## src/hdl/pvp_pkg.sv

```systemverilog
package pvp_pkg;

	// ****************************************
	// Widths
	// ****************************************
	localparam int unsigned ADDR_W = 4;
	localparam int unsigned DATA_W = 32;
	localparam int unsigned SAMPLE_W = 16;
	localparam int unsigned FIFO_DEPTH = 8;
	localparam int unsigned NCO_W = 32;

	// ****************************************
	// Register offsets
	// ****************************************
	localparam logic [ADDR_W-1:0] ADDR_CTRL = 4'h0;
	localparam logic [ADDR_W-1:0] ADDR_TXDATA = 4'h4;
	localparam logic [ADDR_W-1:0] ADDR_RXDATA = 4'h8;
	localparam logic [ADDR_W-1:0] ADDR_STATUS = 4'hC;

	// ****************************************
	// Control fields
	// ****************************************
	localparam int unsigned CTRL_EN_BIT = 0;
	localparam int unsigned CTRL_MASTER_BIT = 1;
	localparam int unsigned CTRL_LONG_BIT = 2;
	localparam int unsigned CTRL_BCLK_LSB = 3;
	localparam int unsigned CTRL_FRAME_LSB = 5;
	localparam int unsigned CTRL_FS_BIT = 8;
	localparam int unsigned CTRL_REF_BIT = 9;
	localparam logic [DATA_W-1:0] CTRL_RESET = 32'h0000_02B8;

	// ****************************************
	// Status fields
	// ****************************************
	localparam int unsigned ST_RX_VALID_BIT = 0;
	localparam int unsigned ST_UNDERRUN_BIT = 1;
	localparam int unsigned ST_OVERFLOW_BIT = 2;
	localparam int unsigned ST_TX_READY_BIT = 3;
	localparam int unsigned ST_TX_EMPTY_BIT = 4;
	localparam int unsigned ST_CFG_OK_BIT = 5;
	localparam int unsigned ST_RX_OVERRUN_BIT = 6;

	// ****************************************
	// Rates
	// ****************************************
	localparam longint CLK_HZ = 100_000_000;
	localparam longint BCLK_HZ_0 = 256_000;
	localparam longint BCLK_HZ_1 = 512_000;
	localparam longint BCLK_HZ_2 = 1_024_000;
	localparam longint BCLK_HZ_3 = 2_048_000;
	localparam longint FS_HZ_0 = 8_000;
	localparam longint FS_HZ_1 = 16_000;
	localparam longint REF_FS_HZ = 48_000;
	localparam longint REF_MULT = 256;
	localparam longint REF_HZ = REF_MULT * REF_FS_HZ;
	// Accumulator step giving two toggles per output period
	localparam logic [NCO_W-1:0] BCLK_INC_0 = NCO_W'((BCLK_HZ_0 << 33) / CLK_HZ);
	localparam logic [NCO_W-1:0] BCLK_INC_1 = NCO_W'((BCLK_HZ_1 << 33) / CLK_HZ);
	localparam logic [NCO_W-1:0] BCLK_INC_2 = NCO_W'((BCLK_HZ_2 << 33) / CLK_HZ);
	localparam logic [NCO_W-1:0] BCLK_INC_3 = NCO_W'((BCLK_HZ_3 << 33) / CLK_HZ);
	localparam logic [NCO_W-1:0] REF_INC = NCO_W'((REF_HZ << 33) / CLK_HZ);

	// ****************************************
	// Frame counting
	// ****************************************
	localparam logic [7:0] BIT_IDLE = 8'hFF;
	localparam logic [7:0] SAMPLE_LAST = 8'h0F;
	localparam logic [7:0] FRAME_MIN = 8'h08;
	localparam logic [2:0] FRAME_SEL_MAX = 3'h5;

	typedef enum logic {
		ROLE_SLAVE = 1'b0,
		ROLE_MASTER = 1'b1
	} pvp_role_t;

endpackage

```

## src/hdl/pvp_fifo.sv

```systemverilog
module pvp_fifo #(
	parameter int unsigned WIDTH = 16,
	parameter int unsigned DEPTH = 8
) (
	input wire logic clock,
	input wire logic rst_n,
	input wire logic in_valid,
	output logic in_ready,
	input wire logic [WIDTH-1:0] in_data,
	output logic out_valid,
	input wire logic out_ready,
	output logic [WIDTH-1:0] out_data
);
	localparam int unsigned PW = $clog2(DEPTH);

	logic [WIDTH-1:0] mem [DEPTH];
	logic [PW:0] wr_ptr;
	logic [PW:0] rd_ptr;
	logic push;
	logic pop;

	// ****************************************
	// Flags
	// ****************************************
	assign in_ready = !((wr_ptr[PW] != rd_ptr[PW]) && (wr_ptr[PW-1:0] == rd_ptr[PW-1:0]));
	assign out_valid = (wr_ptr != rd_ptr);
	assign push = in_valid && in_ready;
	assign pop = out_valid && out_ready;
	assign out_data = mem[rd_ptr[PW-1:0]];

	// ****************************************
	// Storage
	// ****************************************
	always_ff @(posedge clock) begin
		if (push) begin
			mem[wr_ptr[PW-1:0]] <= in_data;
		end
	end

	always_ff @(posedge clock or negedge rst_n) begin
		if (!rst_n) begin
			wr_ptr <= '0;
		end else if (push) begin
			wr_ptr <= wr_ptr + 1'b1;
		end
	end

	always_ff @(posedge clock or negedge rst_n) begin
		if (!rst_n) begin
			rd_ptr <= '0;
		end else if (pop) begin
			rd_ptr <= rd_ptr + 1'b1;
		end
	end

endmodule

```

## src/hdl/pvp_voice_port.sv

```systemverilog
// Operation
// The port is master driving bit clock and frame sync, or slave taking both from the codec.
// Frame sync is a one-bit short pulse or a sixteen-bit long pulse, matching the codec.
// Every sample is a 16-bit linear word in both directions, without companding; with 8-period frames the code carries only the upper 8 bits.
// Bit clock is 256, 512, 1024 or 2048 kHz, with 2048 kHz after reset.
// Frame length is 8, 16, 32, 64, 128 or 256 bit clock periods.
// Sample rate, the frame sync repetition rate, is selectable between 8 kHz and 16 kHz; the code only compares it with the frame rate for cfg_ok.
// The reference clock output runs at 12.288 MHz by default for the codec.
// As an I2S master clock the reference clock is 256 times a 48 kHz sample rate.
// Bits go out MSB first from frame sync and are captured on the opposite bit clock edge.
// Bit periods after the 16 sample bits carry zeros on transmit data.
//
// Design decisions made here: the placing of the registers and the address-and-strobe port.
module pvp_voice_port (
	input wire logic clock,
	input wire logic rst_n,
	input wire logic [pvp_pkg::ADDR_W-1:0] reg_addr,
	input wire logic [pvp_pkg::DATA_W-1:0] reg_wdata,
	input wire logic reg_wr,
	input wire logic reg_rd,
	output logic [pvp_pkg::DATA_W-1:0] reg_rdata,
	input wire logic pcm_clk_i,
	output logic pcm_clk_o,
	output logic pcm_clk_oe,
	input wire logic pcm_sync_i,
	output logic pcm_sync_o,
	output logic pcm_sync_oe,
	input wire logic pcm_din,
	output logic pcm_dout,
	output logic ref_clk,
	output logic tx_fifo_ready
);
	import pvp_pkg::*;

	logic [DATA_W-1:0] ctrl;
	logic enable;
	pvp_role_t role;
	logic long_sync;
	logic [1:0] bclk_sel;
	logic [2:0] frame_sel;
	logic fs_sel;
	logic ref_en;

	logic clk_s1, clk_s2, clk_s3;
	logic sync_s1, sync_s2, sync_s3;
	logic din_s1, din_s2;

	logic [NCO_W-1:0] bclk_inc;
	logic [NCO_W-1:0] bclk_acc;
	logic [NCO_W:0] next_bclk_acc;
	logic bclk_tick;
	logic [NCO_W-1:0] ref_acc;
	logic [NCO_W:0] next_ref_acc;

	logic rise;
	logic fall;
	logic frame_start;
	logic [2:0] frame_eff;
	logic [7:0] frame_last;
	logic [7:0] rx_last;
	logic [7:0] bit_cnt;

	logic [SAMPLE_W-1:0] tx_sh;
	logic [SAMPLE_W-1:0] tx_word;
	logic [SAMPLE_W-1:0] rx_sh;
	logic [SAMPLE_W-1:0] rx_cap;
	logic [SAMPLE_W-1:0] rx_data;
	logic rx_done;

	logic fifo_in_valid;
	logic fifo_in_ready;
	logic fifo_out_valid;
	logic [SAMPLE_W-1:0] fifo_out_data;

	logic rx_valid;
	logic rx_overrun;
	logic underrun;
	logic overflow;
	logic cfg_ok;
	logic [31:0] bclk_hz;
	logic [31:0] frame_hz;
	logic wr_ctrl, wr_tx, wr_status, rd_rx;

	// ****************************************
	// Register decode
	// ****************************************
	assign wr_ctrl = reg_wr && (reg_addr == ADDR_CTRL);
	assign wr_tx = reg_wr && (reg_addr == ADDR_TXDATA);
	assign wr_status = reg_wr && (reg_addr == ADDR_STATUS);
	assign rd_rx = reg_rd && (reg_addr == ADDR_RXDATA);

	always_ff @(posedge clock or negedge rst_n) begin
		if (!rst_n) begin
			ctrl <= CTRL_RESET;
		end else if (wr_ctrl) begin
			ctrl <= reg_wdata;
		end
	end

	assign enable = ctrl[CTRL_EN_BIT];
	assign role = pvp_role_t'(ctrl[CTRL_MASTER_BIT]);
	assign long_sync = ctrl[CTRL_LONG_BIT];
	assign bclk_sel = ctrl[CTRL_BCLK_LSB +: 2];
	assign frame_sel = ctrl[CTRL_FRAME_LSB +: 3];
	assign fs_sel = ctrl[CTRL_FS_BIT];
	assign ref_en = ctrl[CTRL_REF_BIT];

	// ****************************************
	// Pin synchronisers
	// ****************************************
	always_ff @(posedge clock or negedge rst_n) begin
		if (!rst_n) begin
			clk_s1 <= 1'b0;
			clk_s2 <= 1'b0;
			clk_s3 <= 1'b0;
			sync_s1 <= 1'b0;
			sync_s2 <= 1'b0;
			sync_s3 <= 1'b0;
			din_s1 <= 1'b0;
			din_s2 <= 1'b0;
		end else begin
			clk_s1 <= pcm_clk_i;
			clk_s2 <= clk_s1;
			clk_s3 <= clk_s2;
			sync_s1 <= pcm_sync_i;
			sync_s2 <= sync_s1;
			sync_s3 <= sync_s2;
			din_s1 <= pcm_din;
			din_s2 <= din_s1;
		end
	end

	// ****************************************
	// Bit clock generator
	// ****************************************
	always_comb begin
		unique case (bclk_sel)
			2'd0: bclk_inc = BCLK_INC_0;
			2'd1: bclk_inc = BCLK_INC_1;
			2'd2: bclk_inc = BCLK_INC_2;
			2'd3: bclk_inc = BCLK_INC_3;
		endcase
	end

	assign next_bclk_acc = {1'b0, bclk_acc} + {1'b0, bclk_inc};
	assign bclk_tick = next_bclk_acc[NCO_W];

	always_ff @(posedge clock or negedge rst_n) begin
		if (!rst_n) begin
			bclk_acc <= '0;
		end else if (enable && role == ROLE_MASTER) begin
			bclk_acc <= next_bclk_acc[NCO_W-1:0];
		end else begin
			bclk_acc <= '0;
		end
	end

	always_ff @(posedge clock or negedge rst_n) begin
		if (!rst_n) begin
			pcm_clk_o <= 1'b0;
		end else if (!(enable && role == ROLE_MASTER)) begin
			pcm_clk_o <= 1'b0;
		end else if (bclk_tick) begin
			pcm_clk_o <= !pcm_clk_o;
		end
	end

	assign pcm_clk_oe = enable && (role == ROLE_MASTER);
	assign pcm_sync_oe = enable && (role == ROLE_MASTER);

	// ****************************************
	// Reference clock
	// ****************************************
	assign next_ref_acc = {1'b0, ref_acc} + {1'b0, REF_INC};

	always_ff @(posedge clock or negedge rst_n) begin
		if (!rst_n) begin
			ref_acc <= '0;
			ref_clk <= 1'b0;
		end else if (!ref_en) begin
			ref_acc <= '0;
			ref_clk <= 1'b0;
		end else begin
			ref_acc <= next_ref_acc[NCO_W-1:0];
			if (next_ref_acc[NCO_W]) begin
				ref_clk <= !ref_clk;
			end
		end
	end

	// ****************************************
	// Bit clock edges and frame timing
	// ****************************************
	always_comb begin
		if (role == ROLE_MASTER) begin
			rise = enable && bclk_tick && !pcm_clk_o;
			fall = enable && bclk_tick && pcm_clk_o;
			frame_start = rise && (bit_cnt >= frame_last);
		end else begin
			rise = enable && clk_s2 && !clk_s3;
			fall = enable && !clk_s2 && clk_s3;
			frame_start = enable && sync_s2 && !sync_s3;
		end
	end

	assign frame_eff = (frame_sel > FRAME_SEL_MAX) ? FRAME_SEL_MAX : frame_sel;
	assign frame_last = 8'((9'(FRAME_MIN) << frame_eff) - 9'd1);
	assign rx_last = (frame_last < SAMPLE_LAST) ? frame_last : SAMPLE_LAST;

	always_ff @(posedge clock or negedge rst_n) begin
		if (!rst_n) begin
			bit_cnt <= BIT_IDLE;
		end else if (!enable) begin
			bit_cnt <= BIT_IDLE;
		end else if (frame_start) begin
			bit_cnt <= '0;
		end else if (rise && bit_cnt != BIT_IDLE) begin
			bit_cnt <= bit_cnt + 8'd1;
		end
	end

	// ****************************************
	// Frame sync output
	// ****************************************
	always_ff @(posedge clock or negedge rst_n) begin
		if (!rst_n) begin
			pcm_sync_o <= 1'b0;
		end else if (!(enable && role == ROLE_MASTER)) begin
			pcm_sync_o <= 1'b0;
		end else if (frame_start) begin
			pcm_sync_o <= 1'b1;
		end else if (rise) begin
			pcm_sync_o <= long_sync && ((bit_cnt + 8'd1) <= SAMPLE_LAST);
		end
	end

	// ****************************************
	// Transmit path
	// ****************************************
	assign tx_word = fifo_out_valid ? fifo_out_data : '0;
	assign fifo_in_valid = wr_tx;
	assign tx_fifo_ready = fifo_in_ready;

	pvp_fifo #(
		.WIDTH(SAMPLE_W),
		.DEPTH(FIFO_DEPTH)
	) u_tx_fifo (
		.clock(clock),
		.rst_n(rst_n),
		.in_valid(fifo_in_valid),
		.in_ready(fifo_in_ready),
		.in_data(reg_wdata[SAMPLE_W-1:0]),
		.out_valid(fifo_out_valid),
		.out_ready(frame_start),
		.out_data(fifo_out_data)
	);

	always_ff @(posedge clock or negedge rst_n) begin
		if (!rst_n) begin
			tx_sh <= '0;
			pcm_dout <= 1'b0;
		end else if (!enable) begin
			tx_sh <= '0;
			pcm_dout <= 1'b0;
		end else if (frame_start) begin
			tx_sh <= tx_word;
			pcm_dout <= tx_word[SAMPLE_W-1];
		end else if (rise && bit_cnt != BIT_IDLE) begin
			tx_sh <= {tx_sh[SAMPLE_W-2:0], 1'b0};
			pcm_dout <= tx_sh[SAMPLE_W-2];
		end
	end

	// ****************************************
	// Receive path
	// ****************************************
	assign rx_cap = {rx_sh[SAMPLE_W-2:0], din_s2};

	always_ff @(posedge clock or negedge rst_n) begin
		if (!rst_n) begin
			rx_sh <= '0;
			rx_data <= '0;
			rx_done <= 1'b0;
		end else begin
			rx_done <= 1'b0;
			if (fall && bit_cnt <= rx_last) begin
				rx_sh <= rx_cap;
				if (bit_cnt == rx_last) begin
					rx_done <= 1'b1;
					if (rx_last < SAMPLE_LAST) begin
						rx_data <= {rx_cap[7:0], 8'h00};
					end else begin
						rx_data <= rx_cap;
					end
				end
			end
		end
	end

	// ****************************************
	// Status flags
	// ****************************************
	always_ff @(posedge clock or negedge rst_n) begin
		if (!rst_n) begin
			rx_valid <= 1'b0;
		end else if (rx_done) begin
			rx_valid <= 1'b1;
		end else if (rd_rx) begin
			rx_valid <= 1'b0;
		end
	end

	always_ff @(posedge clock or negedge rst_n) begin
		if (!rst_n) begin
			rx_overrun <= 1'b0;
		end else if (rx_done && rx_valid && !rd_rx) begin
			rx_overrun <= 1'b1;
		end else if (wr_status && reg_wdata[ST_RX_OVERRUN_BIT]) begin
			rx_overrun <= 1'b0;
		end
	end

	always_ff @(posedge clock or negedge rst_n) begin
		if (!rst_n) begin
			underrun <= 1'b0;
		end else if (frame_start && !fifo_out_valid) begin
			underrun <= 1'b1;
		end else if (wr_status && reg_wdata[ST_UNDERRUN_BIT]) begin
			underrun <= 1'b0;
		end
	end

	always_ff @(posedge clock or negedge rst_n) begin
		if (!rst_n) begin
			overflow <= 1'b0;
		end else if (wr_tx && !fifo_in_ready) begin
			overflow <= 1'b1;
		end else if (wr_status && reg_wdata[ST_OVERFLOW_BIT]) begin
			overflow <= 1'b0;
		end
	end

	always_comb begin
		unique case (bclk_sel)
			2'd0: bclk_hz = 32'(BCLK_HZ_0);
			2'd1: bclk_hz = 32'(BCLK_HZ_1);
			2'd2: bclk_hz = 32'(BCLK_HZ_2);
			2'd3: bclk_hz = 32'(BCLK_HZ_3);
		endcase
	end

	assign frame_hz = (fs_sel ? 32'(FS_HZ_1) : 32'(FS_HZ_0)) << (4'(frame_eff) + 4'd3);
	assign cfg_ok = (bclk_hz == frame_hz);

	// ****************************************
	// Read data
	// ****************************************
	always_ff @(posedge clock or negedge rst_n) begin
		if (!rst_n) begin
			reg_rdata <= '0;
		end else if (reg_rd) begin
			case (reg_addr)
				ADDR_CTRL: reg_rdata <= ctrl;
				ADDR_RXDATA: reg_rdata <= {16'h0000, rx_data};
				ADDR_STATUS: reg_rdata <= {25'h000_0000, rx_overrun, cfg_ok,
					!fifo_out_valid, fifo_in_ready, overflow, underrun, rx_valid};
				default: reg_rdata <= '0;
			endcase
		end else begin
			reg_rdata <= '0;
		end
	end

endmodule

```

## config.mk

```make
export PLATFORM = sky130hd
export DESIGN_NAME = pvp_voice_port
export DESIGN_NICKNAME = d
export VERILOG_FILES = /design/src/hdl/pvp_pkg.sv /design/src/hdl/pvp_fifo.sv /design/src/hdl/pvp_voice_port.sv
export SDC_FILE = /design/constraint.sdc
export NUM_CORES = 1
export LEC_CHECK = 0
export ABC_AREA = 1
export BUFFER_PORTS_ARGS = -buffer_cell sky130_fd_sc_hd__buf_2
export CORE_ASPECT_RATIO = 0.7
export CORE_MARGIN = 3
export CORE_UTILIZATION = 62
export CTS_CLUSTER_SIZE = 20
export DETAILED_ROUTE_END_ITERATION = 16
export PLACE_DENSITY = 0.8
export SETUP_SLACK_MARGIN = 0.5
export SLEW_MARGIN = 0
export SYNTH_ARGS = -nofsm -noshare
export SYNTH_HDL_FRONTEND = slang
export SYNTH_SLANG_ARGS = --single-unit
```

## constraint.sdc

```tcl
create_clock -name clock -period 4.2 [get_ports clock]
set_clock_uncertainty 0.1 [all_clocks]
set_input_delay 0.84 -clock clock [delete_from_list [all_inputs] [get_ports clock]]
set_output_delay 0.84 -clock clock [all_outputs]
set_load 0.05 [all_outputs]
```

* After elaboration in Yosys (flattened, before gate mapping)
Memory sizes are Yosys's and may differ from the RTL's.
Index checks and enable logic that the tools add are counted.
Widths: inputs -> output; s select.
** Storage, ports and cells
- Register bits after elaboration :: 207
- Output and inout port bits :: 39
- Memories kept :: 1
- Input port bits :: 43
- RAM bits :: 128
** Memory list
- u_tx_fifo.mem :: depth 8, width 16, rd ports 1, clocked after memory_dff 0, wr ports 1, RTL line pvp_fifo.sv:16 : logic [WIDTH-1:0] mem [DEPTH];
** Operators by class
- Magnitude comparators :: 6
- Equality and inequality tests :: 16
- Muxes and demuxes :: 42
- Add/subtract/negate cells :: 7
- Reductions and logical operators :: 43
- Shifts and indexed selects :: 2
** Operators with widths (count)
- $pmux 32 s4 :: 2
- $mux 32 :: 3
- $pmux 32 s3 :: 1
- $mux 15 :: 3
- $add 32x30->33 const B :: 1
- $add 32x32->33 :: 1
- $eq 32x32->1 :: 1
- $mux 16 :: 2
- $mux 8 :: 4
- $shl 14x4->32 :: 1
- $logic_and 1x1->1 :: 28
- $mux 1 :: 25
- $lt 8x4->1 const B :: 2
- $mux 14 :: 1
- $add 4x1->4 const B :: 2
- $add 8x1->8 const B :: 1
- $eq 4x4->1 const B :: 2
- $eq 8x8->1 :: 1
- $ge 8x8->1 :: 1
- $le 8x4->1 const B :: 1
- $le 8x8->1 :: 1
- $logic_not 1->1 :: 8
- $ne 8x8->1 const B :: 1
- $reduce_bool 2->1 :: 4
- 16 further kinds :: 19

* Depth between registers and ports, before layout
Gate-level depths: netlist of run 1.
- Word-level depth :: 10
- Mapped depth :: 21
- Mapped depth without buffers :: 21

* By module
A second synthesis of run 1 with hierarchy kept.
** Second synthesis, totals
- Cell total of the unflattened synthesis :: 1900
- Area total of the unflattened synthesis :: 16614.7 µm²
** By module, submodules not included
- pvp_voice_port :: instances 1, area each 11101.9 µm², cells an instance 1454
- pvp_fifo :: instances 1, area each 5512.8 µm², cells an instance 446

* Worst setup path after synthesis of run 1
OpenSTA, ideal clock, no wires.
- Path kind :: register -> register
- Start :: register u_tx_fifo.rd_ptr[0]
- End :: memory u_tx_fifo.mem[2][0], enable pin
- Setup time :: 0.409 ns
- Slack :: 0.860 ns
- Arrival :: 2.831 ns
- Path buffers :: 1
- Required time :: 3.691 ns
- Cell stages (with the launch flop) :: 9
- Cells stage by stage :: dfrtp_1 -> buf_2 -> xnor2_1 -> nand3_1 -> nor2_1 -> nand2_1 -> nand2_1 -> or2_2 -> nor3_1
** Between the ends
- Cells in the longest elaborated chain, start to end :: 6
** Ends and longest elaborated chain
- start, declared :: RTL line pvp_fifo.sv:18 : logic [PW:0] rd_ptr;
- start signal, assigned :: RTL line pvp_fifo.sv:52 : rd_ptr <= rd_ptr + 1'b1;
- $eq 3x3->1 :: RTL line pvp_fifo.sv:25 : assign in_ready = !((wr_ptr[PW] != rd_ptr[PW]) && (wr_ptr[PW-1:0] == rd_ptr[PW-1:0]));
- $logic_and 1x1->1 :: RTL line pvp_fifo.sv:25
- $logic_not 1->1 :: RTL line pvp_fifo.sv:25
- net tx_fifo_ready :: RTL line pvp_voice_port.sv:31 : output logic tx_fifo_ready
- $logic_and 1x1->1 :: RTL line pvp_fifo.sv:27 : assign push = in_valid && in_ready;
- $mux 1 :: RTL line pvp_fifo.sv:35 : if (push) begin
- $mux 1 (implied by the code) :: RTL line pvp_fifo.sv:36 : mem[wr_ptr[PW-1:0]] <= in_data;
- end, declared :: RTL line pvp_fifo.sv:16
The timed path passes the listed nets, and every way through them passes these cells.

* Final worst setup path of run 1
- Start :: register ctrl[0]
- End :: output port pcm_sync_oe
** Between the ends
- Cells in the longest elaborated chain, start to end :: 1
** Ends and longest elaborated chain
- start, declared :: RTL line pvp_voice_port.sv:35 : logic [DATA_W-1:0] ctrl;
- start signal, assigned :: RTL line pvp_voice_port.sv:96 : ctrl <= reg_wdata;
- $logic_and 1x1->1 :: RTL line pvp_voice_port.sv:169 : assign pcm_sync_oe = enable && (role == ROLE_MASTER);
- end, declared :: RTL line pvp_voice_port.sv:27 : output logic pcm_sync_oe,
No other way between the ends.

==> reports/metrics.yaml, run 1 <==
critical_path:
  cp-endpoint: "pcm_sync_oe"
  critPathLaunchType: "register"
  criticalPathCategory: "reg -> out"
  crit_slowest_cell: "inv_1"
  reg2reg_depth: 16
  r2r_end: "bclk_acc[21]"
  rrSetupSlack_ns: 0.71
  startpoint: "ctrl[0]"
  cp-end-kind: "primary output"
  cp_max_fo: 25
  required_ns: 3.26
  worstReg2RegStart: "ctrl[4]"
  path_cells: "buf_4 -> nand2_1 -> inv_1 -> buf_2"
  worstPathArrival_ns: 2.57
  crit_path_max_incr_delay_ns: 0.60
route:
  totalWireLength_um: 42700
  drc: 0
  firstDrtPassIters: 5
  via_per_inst: 5.83
  wl_per_cell_um: 18.4
  vias: 13527
  detail-route-antenna-nets: 0
  drt_iter0_drc: 1590
floorplan:
  die_w_um: 201
  initial_core_util: 0.635
  rows: 49
  die_height_um: 142
  core-area_um2: 25900
  die_area_um2: 28600
  ioPinCount: 82
sta:
  fin_setup_tns_ns: 0
  hold_viol: 0
  fmax_mhz: 285
  worst_pin_slew_ns: 1.20
  rsz0062_at_grt: "no"
  final_max_slew_viol_count: 0
  min_period_ns: 3.51
  finalSetupViolations: 0
  relSlewSlack: 0.195
  fin_crit_sh: 0.835
finish:
  synthToLayoutAreaGrowth_pct: 13.6
  seqCellArea_um2: 9020
  fillers: 1957
  final_nets: 2031
  drive_gt1_frac: 0.140
  antenna_cells: 0
  multi_input_area_um2: 6630
synth:
  synth_cells: 1838
  synth_fp_nets: 1930
  synth.cell_area_um2: 16500
  synth.distinct_cells: 58
  yosysWarnings: 0
  avgSynthCellArea_um2: 8.96
  synth_edf_count: 128
  synth_top_cell_area_share: 0.293
  ys.flop_type: "dfrtp_1"
  synth_common_cells: "nand2_1, nor2_1, dfrtp_1, inv_1, o21ai_0"
  synth_top_area_cell: "dfrtp_1"
  synth_area_leaders: "dfrtp_1, edfxtp_1, nand2_1"
  synth-seq-cells: 334
  ys_async_sr_fraction: 0.617
  yosysSeqAreaShare: 0.547
  yosysMostFrequentCell: "nand2_1"
pwr:
  leakage_uw: 0.00861
  power.density_nw_per_um2: 627
  vdd_drop_max_uv: 473
  p_total_uw: 11700
min_path:
  min_path_type: "reg -> reg"
  min_from: "din_s1"
clock_tree:
  cts_tree: "done"
  cts_buffers: 34
  cts-root-buf: "clkbuf_16"
  cts_sinks: 334
  clk_pin_slew_ns: 0.07
  clk_latency_ns: 0.53
  cts.htree.levels: 2
  cts.path.max_buffers: 3
placement:
  gp_congestion: 0.980
  detailed_place_hpwl_um: 29400
  io_buffers: 81
global_route:
  grt_pass1_vias: 12284
  grt_pass1_wl_um: 67000
  grt_antenna_before_repair: 1
  grt_max_degree: 136
  grt.total_usage: 0.296
  overflow: 0
run_status:
  status: "complete, no violations"
job:
  maxCapViolCount: 0
final cells by class:
cell class              count  share of cell area
multi-input cells        1263               0.354
repair buffers            123              0.0390
well taps                 357              0.0239
clock inverters            22              0.0158
flip-flops and latches    334               0.482
inverters                 183              0.0367
clock buffers              39              0.0487
through the flow:
stage | hold slack [ns] | worst slack (ns) | area (µm²) | utilization | cells
finish | 0.246 | 0.691 | 18700 | 0.722 | 2321
CTS | 0.250 | 0.537 | 18500 | 0.715 | 2307
global route | 0.257 | 0.502 | 18700 | 0.722 | 2321
global placement | 0.235 | 0.523 | 17300 | 0.667 | 2245
floorplan | 0.231 | 0.860 | 16500 | - | 1838
detailed placement | 0.236 | 0.438 | 17300 | 0.667 | 2245
power breakdown:
part           leakage (µW)  switching, µW  internal, µW  total [µW]
Combinational       0.00423           2770          1280        4050
Sequential          0.00379            482          3910        4390
Clock              0.000596           1300          2000        3300
Total               0.00861           4560          7180       11700
worst min-delay path by stage:
stage	endpoint	slack, ns	cells after the start
2_1_floorplan	clk_s2	0.23	0
3_3_place_gp	din_s2	0.24	0
3_5_place_dp	din_s2	0.24	0
4_1_cts	din_s2	0.25	0
5_1_grt	clk_s2	0.26	0
6_report	din_s2	0.25	0
metal layers:
layer / track usage / share of wire / up-vias
li1: - / - / 6377
met1: 0.468 / 0.46 / 6390
met2: 0.418 / 0.41 / 695
met3: 0.0693 / 0.11 / 65
met4: 0.0680 / 0.017 / 0
met5: 0 / 0 / -
worst max-delay path: cells and delay by family, from the launching register on:
family,cells,cell delay [ns]
and+or+nand+nor,1,0.41
buffers and inverters,3,1.29
DFF,1,0.33
cells in the final DEF (no fill, tap or decap), drive strengths merged, types with 2 or more instances in the layout:
| cell | n |
|---|---|
| inv | 183 |
| a21boi | 2 |
| o221ai | 19 |
| o21ai | 178 |
| xnor2 | 6 |
| o211ai | 3 |
| a21o | 3 |
| clkbuf | 39 |
| dfstp | 13 |
| o22ai | 23 |
| nand2 | 365 |
| dfrtp | 193 |
| edfxtp | 128 |
| bufinv | 7 |
| a31oi | 7 |
| a211oi | 2 |
| xor2 | 18 |
| o21a | 4 |
| nand3b | 3 |
| nor4 | 3 |
| mux2 | 6 |
| buf | 123 |
| nand4 | 14 |
| nor2 | 276 |
| ha | 48 |
| nand3 | 118 |
| a21oi | 116 |
| nor3 | 29 |
| o21bai | 7 |
| or2 | 5 |
| clkinv | 14 |
flip-flops by register name, summed over array words and instances, names as in the netlist, 4 cells and up:
| register | cells |
|---|---|
| bclk_acc | 32 |
| bit_cnt | 8 |
| ctrl | 32 |
| ref_acc | 31 |
| reg_rdata | 32 |
| rx_data | 16 |
| rx_sh | 15 |
| tx_sh | 15 |
| u_tx_fifo.mem | 128 |
| u_tx_fifo.rd_ptr | 4 |
| u_tx_fifo.wr_ptr | 4 |
repair_timing:
| item | in CTS | in global routing |
|---|---|---|
| hold buffers | 0 | 0 |
| setup endpoints to repair | 25 | 64 |
| cloned | 1 | 4 |
| pin swaps | 1 | 6 |
| setup buffers | 0 | 10 |
| gates resized for setup | 2 | 17 |
cell families after synthesis:
logic type	after synthesis	share of synthesized area
flip-flops	334	0.547
AO/OA/AOI/OAI	369	0.125
AND/OR/NAND/NOR	809	0.213
buffers and inverters	246	0.0600
XOR/XNOR	24	0.0128
multiplexers	7	0.00471
adder cells (fa/ha/maj)	49	0.0377
(Power assumes the default switching activity.)
==> inputs of run 2 (changes only) <==
CORE_UTILIZATION = 56   (was 62)
PLACE_DENSITY = 0.77   (was 0.8)
clock period = 3.18 ns   (was 4.2 ns; I/O delays follow)
==> run 2 against run 1 <==
  * Via count grew 4.5%
  * Combinational power grew 59%
  * Utilization shrank 1.3 points
==> reports/metrics.yaml, run 2 (synthesized netlist as in run 1, its figures left out) <==
global_route:
  overflow: 0  # unchanged
  grtUsageMet2: 0.430  # was 0.418
  busiest_layer: "met1"  # unchanged
  grt_pass1_vias: 13253  # was 12284
  grt_antenna_before_repair: 1  # unchanged
  grt_util_met3: 0.0664  # was 0.0693
  grt.total_usage: 0.290  # was 0.296
  grt_max_degree: 74  # was 136
  grt_pass1_wl_um: 72100  # was 67000 µm
  grt_util_met1: 0.434  # was 0.468
finish:
  largest_reg_flops: 128  # unchanged
  fillers: 2033  # was 1957
  multi_input_area_um2: 7420  # was 6630 µm²
  antenna_cells: 0  # unchanged
  fin_area_um2: 20100  # was 18700 µm²
  final_nets: 2101  # was 2031
  finalNonFillerCells: 2403  # was 2321
  layout_commonest_cell: "nand2_1"  # unchanged
  drive_gt1_frac: 0.240  # was 0.140
  seqCellArea_um2: 9020  # about the same
  final_cell_mix: "nand2_1, nor2_1, dfrtp_1"  # unchanged
  synthToLayoutAreaGrowth_pct: 22.2  # was 13.6%
clock_tree:
  cts_buffers: 34  # unchanged
  cts-root-buf: "clkbuf_16"  # unchanged
  cts_sinks: 334  # unchanged
  cts.path.max_buffers: 3  # unchanged
  clk_pin_slew_ns: 0.06  # was 0.07 ns
  cts_tree: "done"  # unchanged
  clk_latency_ns: 0.54  # was 0.53 ns
  cts.htree.levels: 2  # unchanged
route:
  detail-route-antenna-nets: 0  # unchanged
  drc: 0  # unchanged
  via_per_inst: 5.88  # was 5.83
  firstDrtPassIters: 7  # was 5
  totalWireLength_um: 46400  # was 42700 µm
  drt_iter0_drc: 1721  # was 1590
  wl_per_cell_um: 19.3  # was 18.4 µm
  vias: 14133  # was 13527
floorplan:
  rows: 51  # was 49
  core-area_um2: 28400  # was 25900 µm²
  initial_core_util: 0.580  # was 0.635
  ioPinCount: 82  # unchanged
  die_height_um: 150  # was 142 µm
  die_area_um2: 31500  # was 28600 µm²
  die_w_um: 211  # was 201 µm
sta:
  finalSetupViolations: 0  # unchanged
  hold_viol: 0  # unchanged
  fin_crit_sh: 0.984
  final_max_slew_viol_count: 0  # unchanged
  rsz0062_at_grt: "yes"  # was no
  worst_pin_slew_ns: 0.638  # was 1.20 ns
  finalHoldWorstSlack_ns: 0.110  # was 0.246 ns
  fmax_mhz: 319
  fin_setup_tns_ns: 0  # unchanged
  min_period_ns: 3.13
  worst_slack_ns: 0.0498  # was 0.691 ns
  relSlewSlack: 0.570  # was 0.195
critical_path:
  cp_max_fo: 5  # was 25
  cp-end-kind: "register"  # was primary output
  crit_path_max_incr_delay_ns: 0.62  # was 0.60 ns
  worstPathArrival_ns: 3.48  # was 2.57 ns
  required_ns: 3.53  # was 3.26 ns
  reg2reg_depth: 22  # was 16
  crit_slowest_cell: "dfstp_2"  # was inv_1
  criticalPathCategory: "reg -> reg"  # was reg -> out
  critPathLaunchType: "register"  # unchanged
  path_cells: "inv_4 -> ha_4 -> inv_6 -> a21oi_4 -> buf_4 -> ha_4 -> nand2_4 -> nor2_4 -> inv_2 -> nor2_2 -> nand2_2 -> nand2_4 -> nand2_4 -> nand2_8 -> nand3_4 -> nand2_8 -> nand2_8 -> nor2_4 -> buf_6 -> buf_16 -> nand2_2 -> o21ai_1"  # was buf_4 -> nand2_1 -> inv_1 -> buf_2
placement:
  placed_area_um2: 17800  # was 17300 µm²
  io_buffers: 81  # unchanged
  place_ws_ns: 0.0272  # was 0.438 ns
  dp_cells: 2274  # was 2245
  gp_congestion: 0.952  # was 0.980
  detailed_place_hpwl_um: 30200  # was 29400 µm
job:
  maxCapViolCount: 0  # unchanged
min_path:
  whs_path_depth: 1  # was 0
  min_path_type: "in -> reg"  # was reg -> reg
run_status:
  status: "complete, no violations"  # unchanged
pwr:
  leakage_uw: 0.00912  # was 0.00861 µW
  power.density_nw_per_um2: 799  # was 627 nW/µm²
  vdd_drop_max_uv: 526  # was 473 µV
## run 2: cell types whose count changed in the layout (fill, tap and decap cells not counted), sizes merged
cell         before  now
clkinv           14   10
buf             123  193
dlygate4sd3       0    1
nand2           365  367
bufinv            7    2
nor2            276  272
inv             183  181
clkbuf           39   49
## run 2: routing by layer
layer,part of all wire,up-vias
li1,-,6524
met1,0.44,6814
met2,0.43,701
met3,0.10,92
met4,0.022,2
met5,0.00015,-
## run 2: metrics by stage
| stage | power (µW) | util |
|---|---|---|
| detailed placement | 11200 | 0.626 |
| global route | 16900 | 0.709 |
| CTS | 15600 | 0.696 |
| floorplan | 9640 | - |
| global placement | 11100 | 0.626 |
| finish | 16100 | 0.709 |
## run 2: final cells by class
type / instances / area share
Clock buffer: 48 / 0.0459
Multi-Input combinational cell: 1261 / 0.368
Sequential cell: 334 / 0.448
Tap cell: 371 / 0.0231
Clock inverter: 11 / 0.00522
Inverter: 183 / 0.0354
Timing Repair Buffer: 195 / 0.0741
## run 2: critical path: cells and delay by family, from the launching register on
kind	cells	cell delay [ns]
simple gates	12	1.03
compound gates	2	0.18
flops	1	0.62
buf+inv	6	0.61
fa+ha+maj	2	0.47
## run 2: report_power, final
group / internal (µW) / switching (µW) / leakage, µW / total, µW
clock network: 2190 / 1640 / 0.000504 / 3830
logic: 2290 / 4140 / 0.00483 / 6440
registers: 5170 / 645 / 0.00378 / 5810
## run 2: timing repair
item,in CTS,in global routing
hold endpoints to repair,26,0
setup endpoints to repair,84,84
gates resized for setup,127,72
pin swaps,39,46
gates cloned,9,0
setup buffers,42,18
hold buffers,1,0
## run 2: final timing paths
path | startpoint | to | slack [ns]
setup / recovery | ctrl[4] | rx_data[1] | 0.05
hold / removal | pcm_clk_i | clk_s1 | 0.11
setup reg to reg | ctrl[4] | rx_data[1] | 0.05
hold reg to reg | din_s1 | din_s2 | 0.26
max in group asynchronous | rst_n | rx_data[14] | 1.61
min in group asynchronous | rst_n | clk_s3 | 0.54
==> inputs of run 3 (changes only) <==
CORE_UTILIZATION = 58   (was 56)
CTS_BUF_LIST = sky130_fd_sc_hd__clkbuf_8   (was not set)
PLACE_DENSITY = 0.79   (was 0.77)
==> run 3 against run 2 <==
  * The flow now finishes with violations (setup timing)
  * Final area grew 1.7%
  * Clock-buffer cell count up 13
  * Power increased by 1.5%
  * Cell count rose by 1.5%
  * Combinational power up 6.1%
  * Setup slack worse by 0.064 ns
  * Non-clock buffer count rose by 6
  * Via count up 2.5%
  * Sequential share of layout area down 0.74 points
  * Largest cell class unchanged
  * Largest power group unchanged
==> reports/metrics.yaml, run 3 (synthesized netlist as in run 1, its figures left out) <==
run_status:
  status: "complete, but fails checks"  # was complete, no violations
  violations: "setup timing"
clock_tree:
  cts_sinks: 334  # unchanged
  cts.path.max_buffers: 3  # unchanged
  cts-root-buf: "clkbuf_8"  # was clkbuf_16
  cts_tree: "done"  # unchanged
  clk_latency_ns: 0.62  # was 0.54 ns
  clk_pin_slew_ns: 0.07  # was 0.06 ns
  cts.htree.levels: 2  # unchanged
  cts_buffers: 50  # was 34
job:
  maxCapViolCount: 0  # unchanged
route:
  drt_iter0_drc: 1895  # was 1721
  totalWireLength_um: 48500  # was 46400 µm
  drc: 0  # unchanged
  via_per_inst: 5.94  # was 5.88
  detail-route-antenna-nets: 0  # unchanged
  wl_per_cell_um: 19.9  # was 19.3 µm
  vias: 14482  # was 14133
  firstDrtPassIters: 6  # was 7
sta:
  finalSetupViolations: 1  # was 0
  hold_viol: 0  # unchanged
  worst_pin_slew_ns: 0.688  # was 0.638 ns
  min_period_ns: 3.19  # was 3.13 ns
  worst_slack_ns: -0.0138  # was 0.0498 ns
  fmax_mhz: 313  # was 319 MHz
  final_max_slew_viol_count: 0  # unchanged
  rsz0062_at_grt: "yes"  # unchanged
  fin_setup_tns_ns: -0.0138  # was 0 ns
  fin_crit_sh: 1.00  # was 0.984
  relSlewSlack: 0.541  # was 0.570
finish:
  synthToLayoutAreaGrowth_pct: 24.3  # was 22.2%
  layout_commonest_cell: "nand2_1"  # unchanged
  drive_gt1_frac: 0.262  # was 0.240
  seqCellArea_um2: 9020  # about the same
  final_nets: 2126  # was 2101
  final_cell_mix: "nand2_1, nor2_1, dfrtp_1"  # unchanged
  antenna_cells: 0  # unchanged
  multi_input_area_um2: 7680  # was 7420 µm²
  largest_reg_flops: 128  # unchanged
  fillers: 1775  # was 2033
global_route:
  busiest_layer: "met1"  # unchanged
  grt.total_usage: 0.302  # was 0.290
  grt_util_met3: 0.0777  # was 0.0664
  grt_pass1_wl_um: 73900  # was 72100 µm
  grt_antenna_before_repair: 0  # was 1
  overflow: 0  # unchanged
  grtUsageMet2: 0.431  # was 0.430
  grt_util_met1: 0.464  # was 0.434
  grt_max_degree: 74  # unchanged
  grt_pass1_vias: 13377  # was 13253
placement:
  detailed_place_hpwl_um: 30000  # was 30200 µm
  gp_congestion: 0.989  # was 0.952
  io_buffers: 81  # unchanged
critical_path:
  crit_slowest_cell: "dfstp_2"  # unchanged
  startpoint: "ctrl[3]"  # was ctrl[4]
  required_ns: 3.64  # was 3.53 ns
  path_buf_inv: 3  # was 6
  worstPathArrival_ns: 3.65  # was 3.48 ns
  rrSetupSlack_ns: -0.01  # was 0.05 ns
  crit_path_max_incr_delay_ns: 0.63  # was 0.62 ns
  critical-path-top-delay-family: "simple AND/OR/NAND/NOR gates"  # unchanged
  cp_max_fo: 6  # was 5
  cp-end-kind: "register"  # unchanged
  cpMostUsedCell: "nand2_4"
  critPathLaunchType: "register"  # unchanged
  criticalPathCategory: "reg -> reg"  # unchanged
  worstReg2RegStart: "ctrl[3]"  # was ctrl[4]
  path_cells: "ha_4 -> inv_6 -> a21oi_4 -> ha_4 -> nand2_4 -> nand2_4 -> a21oi_4 -> nand2_4 -> nand2_2 -> nand2_2 -> nand2_2 -> nand2_4 -> nand3_4 -> nand2_8 -> buf_12 -> nor2_4 -> buf_4 -> nand3_1 -> nand3_1"  # was inv_4 -> ha_4 -> inv_6 -> a21oi_4 -> buf_4 -> ha_4 -> nand2_4 -> nor2_4 -> inv_2 -> nor2_2 -> nand2_2 -> nand2_4 -> nand2_4 -> nand2_8 -> nand3_4 -> nand2_8 -> nand2_8 -> nor2_4 -> buf_6 -> buf_16 -> nand2_2 -> o21ai_1
pwr:
  leakage_uw: 0.00923  # was 0.00912 µW
  vdd_drop_max_uv: 491  # was 526 µV
  p_total_uw: 16300  # was 16100 µW
  power.density_nw_per_um2: 797  # was 799 nW/µm²
floorplan:
  initial_core_util: 0.603  # was 0.580
  core-area_um2: 27300  # was 28400 µm²
  ioPinCount: 82  # unchanged
  rows: 50  # was 51
  die_area_um2: 30500  # was 31500 µm²
  die_w_um: 207  # was 211 µm
  die_height_um: 147  # was 150 µm
min_path:
  min_path_type: "in -> reg"  # unchanged
  min_from: "pcm_clk_i"  # unchanged
run 3: cell types whose count changed in the layout (fill, tap and decap cells not counted), sizes merged, moves of 2 or more:
cell / before / now
clkbuf: 49 / 61
clkinvlp: 1 / 3
clkinv: 10 / 12
nand2: 367 / 369
inv: 181 / 197
buf: 193 / 200
run 3: area by class of cell:
class                           instances  share of cell area
Timing Repair Buffer                  201              0.0755
Tap cell                              364              0.0222
Clock inverter                         32              0.0103
Sequential cell                       334               0.441
Clock buffer                           61              0.0410
Inverter                              183              0.0354
Multi-Input combinational cell       1264               0.375
run 3: worst paths after layout:
| path | cells after the start | endpoint |
|---|---|---|
| max in group asynchronous | 3 | ctrl[9] |
| worst max register to register | 19 | bit_cnt[6] |
| worst max-delay path | 19 | bit_cnt[6] |
| worst min register to register | 0 | din_s2 |
| worst min-delay path | 1 | clk_s1 |
| min in group asynchronous | 2 | bclk_acc[7] |
run 3: report_power, final:
group	leakage (µW)	total [µW]	internal [µW]	switching [µW]
logic	0.00484	6830	2430	4410
clock network	0.000607	3680	1980	1700
registers	0.00378	5810	5170	638
total	0.00923	16300	9580	6750
run 3: metal layers:
layer | part of all wire | wire [µm]
met2 | 0.44 | 21100
met1 | 0.44 | 21200
met4 | 0.021 | 1010
met3 | 0.11 | 5130
met5 | 0 | 0
run 3: repair_timing:
action	CTS	global route
pin swaps	35	56
cloned	8	0
gates resized for setup	118	144
hold buffers	1	0
setup buffers	45	25
endpoints found under the hold margin	65	0
setup endpoints to repair	83	91
run 3: worst register-to-register path, cell delays in order (launching register included):
cell     delay [ns]
dfstp_2        0.63
ha_4           0.23
inv_6          0.06
a21oi_4        0.28
ha_4           0.28
nand2_4        0.08
nand2_4        0.07
a21oi_4        0.15
nand2_4        0.09
nand2_2        0.07
nand2_2        0.06
nand2_2        0.08
nand2_4        0.08
nand3_4        0.11
nand2_8        0.10
buf_12         0.15
nor2_4         0.15
buf_4          0.15
nand3_1        0.10
nand3_1        0.10
run 3: stage by stage:
stage                     worst slack (ns)  cell area (µm²)  hold WS [ns]  instances   util
final                              -0.0138            20500        0.0243       2439  0.749
after global routing               -0.0778            20500        0.0157       2439  0.749
after global placement              0.0358            17800         0.233       2267  0.650
after detailed placement           -0.0330            17800         0.242       2267  0.650
after floorplan                      0.253            16800         0.231       1838      -
after CTS                            0.181            19700        0.0112       2414  0.721
